**config.mk**
```make
export PLATFORM = sky130hd
export DESIGN_NAME = apb_peripheral_clock_gating
export DESIGN_NICKNAME = d
export VERILOG_FILES = /design/src/rtl/clk_gating_pkg.sv /design/src/rtl/periph_read_if.sv /design/src/rtl/clk_gate_cell.sv /design/src/rtl/read_zero_gate.sv /design/src/rtl/apb_peripheral_clock_gating.sv
export SDC_FILE = /design/constraint.sdc
export NUM_CORES = 1
export LEC_CHECK = 0
export ABC_AREA = 0
export BUFFER_PORTS_ARGS = -buffer_cell sky130_fd_sc_hd__buf_2
export CAP_MARGIN = 20
export CORE_ASPECT_RATIO = 0.8
export CORE_MARGIN = 2
export CORE_UTILIZATION = 50
export CTS_BUF_LIST = sky130_fd_sc_hd__clkbuf_2
export DETAILED_ROUTE_END_ITERATION = 8
export PLACE_DENSITY_LB_ADDON = 0.15
export RECOVER_POWER = 100
export SYNTH_ARGS = -nofsm -noshare
export SYNTH_HDL_FRONTEND = slang
export SYNTH_SLANG_ARGS = --single-unit
```
**constraint.sdc**
```tcl
create_clock -name clk_i -period 3.1 [get_ports clk_i]
set_input_delay 0 -clock clk_i [delete_from_list [all_inputs] [get_ports clk_i]]
set_output_delay 0 -clock clk_i [all_outputs]
set_load 0.01 [all_outputs]
```
**src/rtl/clk_gating_pkg.sv**
```systemverilog
/*
 Constants for the peripheral clock-enable block: register offsets, enable
 bit positions, implemented-bit masks and reset values.
 Assumes a 32-bit classic Wishbone register bus with byte addresses.
*/
package clk_gating_pkg;

   // ----------------------------------------------------------------
   // Register map
   // ----------------------------------------------------------------
   localparam logic [7:0] FAST_EN_OFF = 8'h18;
   localparam logic [7:0] SLOW_EN_OFF = 8'h1C;
   localparam logic [31:0] FAST_EN_RST = 32'h00000000;
   localparam logic [31:0] SLOW_EN_RST = 32'h00000000;
   localparam logic [31:0] RDATA_RST = 32'h00000000;

   // ----------------------------------------------------------------
   // Fast-bus enable bit positions
   // ----------------------------------------------------------------
   localparam int ALTFUNC_IO_CLK_EN = 0;
   localparam int PORT_A_CLK_EN = 2;
   localparam int PORT_G_CLK_EN = 8;
   localparam int CONVERTER_ONE_CLK_EN = 9;
   localparam int CONVERTER_TWO_CLK_EN = 10;
   localparam int ADVANCED_TIMER_A_CLK_EN = 11;
   localparam int SERIAL_PERIPH_ONE_CLK_EN = 12;
   localparam int ADVANCED_TIMER_B_CLK_EN = 13;
   localparam int SERIAL_PORT_ONE_CLK_EN = 14;
   localparam int CONVERTER_THREE_CLK_EN = 15;

   // ----------------------------------------------------------------
   // Slow-bus enable bit positions
   // ----------------------------------------------------------------
   localparam int GENERAL_TIMER_TWO_CLK_EN = 0;
   localparam int BASIC_TIMER_SEVEN_CLK_EN = 5;
   localparam int WINDOW_WATCHDOG_CLK_EN = 11;
   localparam int SERIAL_PERIPH_TWO_CLK_EN = 14;
   localparam int SERIAL_PERIPH_THREE_CLK_EN = 15;
   localparam int SERIAL_PORT_TWO_CLK_EN = 17;
   localparam int ASYNC_PORT_FIVE_CLK_EN = 20;
   localparam int TWO_WIRE_ONE_THREE_CLK_EN = 21;
   localparam int TWO_WIRE_TWO_FOUR_CLK_EN = 22;
   localparam int USB_DEVICE_CLK_EN = 23;
   localparam int FIELDBUS_ONE_CLK_EN = 25;
   localparam int FIELDBUS_TWO_CLK_EN = 26;
   localparam int BACKUP_IFACE_CLK_EN = 27;
   localparam int POWER_IFACE_CLK_EN = 28;
   localparam int DAC_IFACE_CLK_EN = 29;

   // ----------------------------------------------------------------
   // Implemented bits and gated clock counts
   // ----------------------------------------------------------------
   localparam logic [31:0] FAST_IMPL_MASK = 32'h0000FFFD;
   localparam logic [31:0] SLOW_IMPL_MASK = 32'h3EFEC83F;
   localparam int FAST_CLKS = 16;
   localparam int SLOW_CLKS = 30;

endpackage

```
**src/rtl/periph_read_if.sv**
```systemverilog
/*
 Carrier between the register block and a read-gating stage: enable word,
 peripheral read return coming in, gated read return going out.
 Assumes all signals sit in the clk_i domain.
*/
interface periph_read_if;
   logic [31:0] en;
   logic valid;
   logic [4:0] idx;
   logic [31:0] data;
   logic valid_q;
   logic [31:0] data_q;

   modport gate (input en, input valid, input idx, input data,
                 output valid_q, output data_q);
   modport owner (output en, output valid, output idx, output data,
                  input valid_q, input data_q);
endinterface

```
**src/rtl/clk_gate_cell.sv**
```systemverilog
/*
 Glitch-free clock gate for one peripheral clock.
 Assumes en_i changes only just after a rising edge of clk_i.
*/
module clk_gate_cell (
   input wire logic clk_i,
   input wire logic rst_i,
   input wire logic en_i,
   output logic gclk_o
);

   typedef struct packed {
      logic en_lo;
   } gate_s;

   gate_s cur_ff;
   gate_s nxt_gate;

   // Enable is sampled at the falling edge of the clock
   always_comb begin
      nxt_gate = cur_ff;
      nxt_gate.en_lo = rst_i ? 1'b0 : en_i;
   end

   // Falling-edge capture keeps the enable still through the high phase
   always_ff @(negedge clk_i) begin
      cur_ff <= nxt_gate;
   end

   // No shortened pulse: the AND input only moves while clk_i is low
   assign gclk_o = clk_i & cur_ff.en_lo;
endmodule

```
**src/rtl/read_zero_gate.sv**
```systemverilog
/*
 Read-return stage for one peripheral bus: passes a peripheral's read data
 only while that peripheral's clock enable bit is set, else returns zero.
 Assumes idx names the enable bit of the peripheral being read.
*/
module read_zero_gate (
   input wire logic clk_i,
   input wire logic rst_i,
   periph_read_if.gate bus
);

   typedef struct packed {
      logic valid;
      logic [31:0] data;
   } rd_s;

   rd_s cur_ff;
   rd_s nxt_rd;

   // Disabled peripherals read as zero
   always_comb begin
      nxt_rd = cur_ff;
      nxt_rd.valid = bus.valid;
      nxt_rd.data = (bus.valid && bus.en[bus.idx]) ? bus.data : '0;
   end

   // State register
   always_ff @(posedge clk_i) begin
      if (rst_i) begin
         cur_ff <= '0;
      end else begin
         cur_ff <= nxt_rd;
      end
   end

   assign bus.valid_q = cur_ff.valid;
   assign bus.data_q = cur_ff.data;
endmodule

```
**src/rtl/apb_peripheral_clock_gating.sv**
```systemverilog
/*
 Peripheral clock-enable registers for the fast and slow peripheral buses,
 reached over a classic Wishbone slave, with glitch-free gated clocks and
 zero-forcing of reads from disabled peripherals.
 Assumes the busy inputs and read returns come from logic on clk_i.
*/
module apb_peripheral_clock_gating (
   input wire logic clk_i,
   input wire logic rst_i,
   input wire logic wb_cyc_i,
   input wire logic wb_stb_i,
   input wire logic wb_we_i,
   input wire logic [7:0] wb_adr_i,
   input wire logic [3:0] wb_sel_i,
   input wire logic [31:0] wb_dat_i,
   output logic [31:0] wb_dat_o,
   output logic wb_ack_o,
   input wire logic fast_busy_i,
   input wire logic slow_busy_i,
   input wire logic fast_rd_valid_i,
   input wire logic [4:0] fast_rd_idx_i,
   input wire logic [31:0] fast_rd_data_i,
   output logic fast_rd_valid_o,
   output logic [31:0] fast_rd_data_o,
   input wire logic slow_rd_valid_i,
   input wire logic [4:0] slow_rd_idx_i,
   input wire logic [31:0] slow_rd_data_i,
   output logic slow_rd_valid_o,
   output logic [31:0] slow_rd_data_o,
   output logic [clk_gating_pkg::FAST_CLKS-1:0] fast_gclk_o,
   output logic [clk_gating_pkg::SLOW_CLKS-1:0] slow_gclk_o
);

   // ----------------------------------------------------------------
   // State
   // ----------------------------------------------------------------
   typedef struct packed {
      logic [31:0] fast_en;
      logic [31:0] slow_en;
      logic ack;
      logic [31:0] rdat;
   } regs_s;

   regs_s cur_ff;
   regs_s nxt_regs;

   logic req;
   logic hit_fast;
   logic hit_slow;
   logic stall;
   logic go;
   logic [31:0] lane_mask;

   // ----------------------------------------------------------------
   // Bus decode
   // ----------------------------------------------------------------
   // A request is new until the ack has been given for it
   assign req = wb_cyc_i & wb_stb_i & ~cur_ff.ack;
   assign hit_fast = ({wb_adr_i[7:2], 2'b00} == clk_gating_pkg::FAST_EN_OFF);
   assign hit_slow = ({wb_adr_i[7:2], 2'b00} == clk_gating_pkg::SLOW_EN_OFF);

   // Hold off the register access while its bus has a peripheral access open
   assign stall = (hit_fast & fast_busy_i)
                | (hit_slow & slow_busy_i);
   assign go = req & ~stall;

   // Byte enables expanded to a bit mask
   always_comb begin
      lane_mask = '0;
      for (int b = 0; b < 4; b++) begin
         lane_mask[b*8 +: 8] = {8{wb_sel_i[b]}};
      end
   end

   // ----------------------------------------------------------------
   // Register update
   // ----------------------------------------------------------------
   // Writes merge selected lanes; reads capture the addressed register
   always_comb begin
      nxt_regs = cur_ff;
      nxt_regs.ack = go;
      nxt_regs.rdat = clk_gating_pkg::RDATA_RST;
      if (go && wb_we_i && hit_fast) begin
         nxt_regs.fast_en = ((cur_ff.fast_en & ~lane_mask)
                           | (wb_dat_i & lane_mask))
                           & clk_gating_pkg::FAST_IMPL_MASK;
      end
      if (go && wb_we_i && hit_slow) begin
         nxt_regs.slow_en = ((cur_ff.slow_en & ~lane_mask)
                           | (wb_dat_i & lane_mask))
                           & clk_gating_pkg::SLOW_IMPL_MASK;
      end
      if (go && !wb_we_i) begin
         if (hit_fast) begin
            nxt_regs.rdat = cur_ff.fast_en;
         end else if (hit_slow) begin
            nxt_regs.rdat = cur_ff.slow_en;
         end
      end
   end

   // State register with synchronous reset
   always_ff @(posedge clk_i) begin
      if (rst_i) begin
         cur_ff.fast_en <= clk_gating_pkg::FAST_EN_RST;
         cur_ff.slow_en <= clk_gating_pkg::SLOW_EN_RST;
         cur_ff.ack <= 1'b0;
         cur_ff.rdat <= clk_gating_pkg::RDATA_RST;
      end else begin
         cur_ff <= nxt_regs;
      end
   end

   assign wb_ack_o = cur_ff.ack;
   assign wb_dat_o = cur_ff.rdat;

   // ----------------------------------------------------------------
   // Gated peripheral clocks
   // ----------------------------------------------------------------
   // One gate per implemented fast-bus bit; reserved positions stay low
   genvar gf;
   generate
      for (gf = 0; gf < clk_gating_pkg::FAST_CLKS; gf++) begin : g_fast
         if (clk_gating_pkg::FAST_IMPL_MASK[gf]) begin : g_on
            clk_gate_cell u_gate (
               .clk_i(clk_i),
               .rst_i(rst_i),
               .en_i(cur_ff.fast_en[gf]),
               .gclk_o(fast_gclk_o[gf])
            );
         end else begin : g_off
            assign fast_gclk_o[gf] = 1'b0;
         end
      end
   endgenerate

   // One gate per implemented slow-bus bit; reserved positions stay low
   genvar gs;
   generate
      for (gs = 0; gs < clk_gating_pkg::SLOW_CLKS; gs++) begin : g_slow
         if (clk_gating_pkg::SLOW_IMPL_MASK[gs]) begin : g_on
            clk_gate_cell u_gate (
               .clk_i(clk_i),
               .rst_i(rst_i),
               .en_i(cur_ff.slow_en[gs]),
               .gclk_o(slow_gclk_o[gs])
            );
         end else begin : g_off
            assign slow_gclk_o[gs] = 1'b0;
         end
      end
   endgenerate

   // ----------------------------------------------------------------
   // Read gating of peripheral returns
   // ----------------------------------------------------------------
   periph_read_if fast_rd ();
   periph_read_if slow_rd ();

   // Fast-bus peripheral reads checked against fast enables
   assign fast_rd.en = cur_ff.fast_en;
   assign fast_rd.valid = fast_rd_valid_i;
   assign fast_rd.idx = fast_rd_idx_i;
   assign fast_rd.data = fast_rd_data_i;
   assign fast_rd_valid_o = fast_rd.valid_q;
   assign fast_rd_data_o = fast_rd.data_q;

   // Slow-bus peripheral reads checked against slow enables
   assign slow_rd.en = cur_ff.slow_en;
   assign slow_rd.valid = slow_rd_valid_i;
   assign slow_rd.idx = slow_rd_idx_i;
   assign slow_rd.data = slow_rd_data_i;
   assign slow_rd_valid_o = slow_rd.valid_q;
   assign slow_rd_data_o = slow_rd.data_q;

   read_zero_gate u_fast_rd (
      .clk_i(clk_i),
      .rst_i(rst_i),
      .bus(fast_rd.gate)
   );

   read_zero_gate u_slow_rd (
      .clk_i(clk_i),
      .rst_i(rst_i),
      .bus(slow_rd.gate)
   );
endmodule

```
==> impl_metrics.ini, run 1 <==
[yosys]
ys_top_cells_by_count = dfxtp_1 (167), and2_1 (56), buf_4 (51)
synth-seq-cells = 167
netlist.area_leader.share_pct = 51.8
synthCells = 589
synth.avg_cell_area_um2 = 11.0
yosysSeqAreaShare_pct = 51.8
synthTopCellsByArea = dfxtp_1 (52%), mux2i_1 (7.3%), nor4_2 (6.0%)
synth_cell_type_count = 43
synth_ff_type = dfxtp_1
synth_top_area_cell = dfxtp_1
synth-async-reset-ratio_pct = 0
synth_most_common_cell = dfxtp_1
synth_area_um2 = 6460
synth_edf_count = 0
ys_warn_count = 0

[floorplan]
die_h_um = 106
ios = 272
initial_core_util_pct = 50.7
rows = 37
die_w_um = 131

[placement]
portBuffers = 251
hpwlAfterDp_um = 11000
dpl_worst_slack_ns = 0.395
place_congestion = 0.789

[clocking]
cts_resized = 0
cts_setup_buffers = 0
postCtsHoldBufs = 211

[outcome]
stop_stage = clock tree synthesis
error_line = [ERROR RSZ-0060] Max buffer count reached.
run_status = did not finish
cells by family after synthesis:
logic type             count (synthesis)  share of synthesized area [%]
DFF                                  167                           51.8
muxes                                 51                           8.39
AOI/OAI and AO/OA                     49                           6.28
other                                  1                         0.0581
buffers and inverters                120                           10.6
and+or+nand+nor                      201                           22.9
per-stage QoR:
step | instances | util, % | area, um2
2_1_floorplan | 602 | - | 6510
3_3_place_gp | 951 | 58.9 | 7500
3_5_place_dp | 951 | 58.9 | 7500
==> inputs of run 2 (changes only) <==
CORE_ASPECT_RATIO = not set   (was 0.8)
CORE_UTILIZATION = 35   (was 50)
CTS_BUF_LIST = not set   (was sky130_fd_sc_hd__clkbuf_2)
==> impl_metrics.ini, run 2 <==
[outcome]
run_status = finished, violations left
violations = capacitance limit, slew limit

[job]
maxCapViolCount = 1

[global_routing]
track_usage_pct = 18.6
grt_max_degree = 52
gr-total-overflow = 0
antenna_found_initial = 0
grt_pass1_wl_um = 28800
grt_pass1_vias = 5856

[worst_setup_path]
cp-endpoint = slow_gclk_o[11]
max_stage_delay_ns = 0.29
path_max_fanout = 1
crit_arrival_ns = 2.78
crit_path_end_kind = primary output
r2r_cells = 4
critical_path.cell_chain = and2_1 > clkbuf_1
r2r-start = wb_ack_o$_SDFF_PP0_
worstSetupPathType = flip-flop to primary output
slowest_stage = dfxtp_1
cp.required_ns = 3.10
cp-start-kind = flip-flop
critPathLaunch = g_slow[11].g_on.u_gate.cur_ff$_SDFF_NP0_
rrSetupSlack_ns = 0.54

[drt]
wl_um = 18200
drt_iter0_markers = 177
drtPass1Iterations = 4
dr_total_vias = 5380
vias_per_cell = 4.49
wl_per_cell_um = 15.2
drtAntennaViolNets = 0
drc = 0

[sta]
setup_violations = 0
maxSlewViolCount = 7
holdWs_ns = 0.0290
tns_ns = 0
fin_skew_ns = 0.0582
hold_viol = 0
slew_headroom_pct = -9.71
rsz0062_at_grt = no
tightest_slew_ns = 1.63

[placement]
post_dp_cell_area_um2 = 7590
place_congestion = 0.786
portBuffers = 251
hpwlAfterDp_um = 11900

[yosys]
synth_most_common_cell = dfxtp_1
netlist.area_leader.share_pct = 51.8
yosysSeqAreaShare_pct = 51.8
synth-seq-cells = 167
synth.avg_cell_area_um2 = 11.0
synth_top_area_cell = dfxtp_1
synth_cell_type_count = 43
synthCells = 589
synth_edf_count = 0
synth_area_um2 = 6460
synth-async-reset-ratio_pct = 0
synthTopCellsByArea = dfxtp_1 (52%), mux2i_1 (7.3%), nor4_2 (6.0%)
synth_ff_type = dfxtp_1
ys_warn_count = 0
ys_top_cells_by_count = dfxtp_1 (167), and2_1 (56), buf_4 (51)

[clocking]
clkTransAtPathRegs_ns = 0.07
clk_latency_ns = 0.58
tritoncts = yes

[final_layout]
multiInputGateArea_um2 = 2240
nets = 1077
syn_to_final_growth_pct = 44.1
register_area_um2 = 3340
finalInstanceArea_um2 = 9310
most-common-layout-cells = dfxtp_1 (167), clkbuf_1 (141), buf_2 (119)
final.fill_count = 1698
diodes = 0
mostFrequentLayoutCell = dfxtp_1
drive_above_1_share_pct = 18.9

[floorplan]
die_area_um2 = 19600
die_h_um = 140
initial_core_util_pct = 35.8
die_w_um = 140
rows = 49
fp.coreArea_um2 = 18000
ios = 272

[pwr]
powerDensity_nw_per_um2 = 638
finalPower_mw = 5.93
p_leak_nw = 3.95
peakVddDrop_uv = 363

[min_path]
hp-class = primary input to flip-flop
==> run 2: cell counts after synthesis <==
No cell type changed its count.
==> run 2: power by group <==
| group | leakage, nW | internal (mW) | switching, mW |
|---|---|---|---|
| clock network | 0.810 | 2.15 | 1.28 |
| registers | 1.35 | 2.17 | 0.00557 |
| logic | 1.79 | 0.179 | 0.150 |
| total | 3.95 | 4.50 | 1.44 |
==> run 2: layer usage <==
layer	wire, um	GRT usage (%)	share of wire [%]	vias to the layer above
li1	-	-	-	2628
met5	0	0	0	-
met2	8310	27.9	46	231
met3	1510	8.09	8.3	62
met4	852	14.5	4.7	0
met1	7520	20.8	41	2459
==> run 2: cells by family (layout without fill, tap and decap cells) <==
family / count (synthesis) / in the layout / synth area share, %
flip-flops: 167 / 167 / 51.8
other: 1 / 14 / 0.0581
multiplexers: 51 / 51 / 8.39
buffers and inverters: 120 / 486 / 10.6
AND/OR/NAND/NOR: 201 / 201 / 22.9
AO/OA/AOI/OAI: 49 / 49 / 6.28
==> run 2: timing repair <==
item,in CTS,in global routing
hold buffers,104,0
setup buffers,0,0
gates resized for setup,0,0
hold endpoints to repair,103,0
==> run 2: worst min path at each step <==
stage,start,to,slack (ns),cells after the start
after CTS,wb_sel_i[3],flip-flop,0.004,5
after detailed placement,clk_i,fast_gclk_o[10],0.20,2
after floorplan,rst_i,u_slow_rd.bus.valid_q$_SDFF_PP0_,0.08,1
after global routing,wb_sel_i[3],flip-flop,0.04,5
final,wb_sel_i[3],flip-flop,0.03,5
after global placement,clk_i,fast_gclk_o[10],0.20,2
==> run 2: critical path: cells and delay by family (launching register included) <==
kind | cells | cell delay [ns]
DFF | 1 | 0.29
buffers and inverters | 1 | 0.25
and+or+nand+nor | 1 | 0.12
==> run 2: layout make-up <==
class	instances	area share [%]
well taps	229	3.08
multi-input cells	315	24.0
clock inverters	49	3.36
inverters	34	1.37
clock buffers	73	10.0
flip-flops and latches	167	35.9
repair buffers	330	22.2
==> run 2: per-stage QoR <==
step	utilization, %	std cells	setup slack [ns]
final	51.6	1197	0.319
after global routing	51.6	1197	0.229
after global placement	42.1	1008	0.527
after detailed placement	42.1	1008	0.490
after CTS	54.0	1197	0.351
after floorplan	-	602	0.829
No activity file was read; power rests on OpenSTA's default activity.
==> inputs of run 3 (changes only) <==
GPL_TIMING_DRIVEN = 0   (was not set)
clock period = 2.4 ns   (was 3.1 ns; I/O delays follow)
==> impl_metrics.ini, run 3 <==
[outcome]
run_status = did not finish
stop_stage = clock tree synthesis
error_line = [ERROR RSZ-0060] Max buffer count reached.

[floorplan]
initial_core_util_pct = 35.8
rows = 49
die_w_um = 140
ios = 272
die_h_um = 140

[yosys]
synth_edf_count = 0
ys_top_cells_by_count = dfxtp_1 (167), and2_1 (56), buf_4 (51)
synth-seq-cells = 167
synth_cell_type_count = 43
synth_most_common_cell = dfxtp_1
ys_warn_count = 0
netlist.area_leader.share_pct = 51.8
synth_area_um2 = 6460
synth-async-reset-ratio_pct = 0
synth_ff_type = dfxtp_1
synthCells = 589
synth_top_area_cell = dfxtp_1
synth.avg_cell_area_um2 = 11.0
yosysSeqAreaShare_pct = 51.8
synthTopCellsByArea = dfxtp_1 (52%), mux2i_1 (7.3%), nor4_2 (6.0%)

[clocking]
postCtsHoldBufs = 232
cts_resized = 97
cts_setup_buffers = 0

[placement]
hpwlAfterDp_um = 12700
dpl_worst_slack_ns = -0.176
portBuffers = 247
place_congestion = 0.781
==> run 3: metrics by stage <==
stage | instance area (um2) | setup TNS (ns) | hold WS [ns] | util, % | instances
2_1_floorplan | 6510 | 0 | 0.0833 | - | 602
3_3_place_gp | 8030 | -1.06 | 0.235 | 44.6 | 1078
3_5_place_dp | 8030 | -2.89 | 0.241 | 44.6 | 1078
==> run 3: cells by family after synthesis <==
group / synth area share [%]
AO/OA/AOI/OAI: 6.28
buffers and inverters: 10.6
AND/OR/NAND/NOR: 22.9
other: 0.0581
flip-flops: 51.8
multiplexers: 8.39
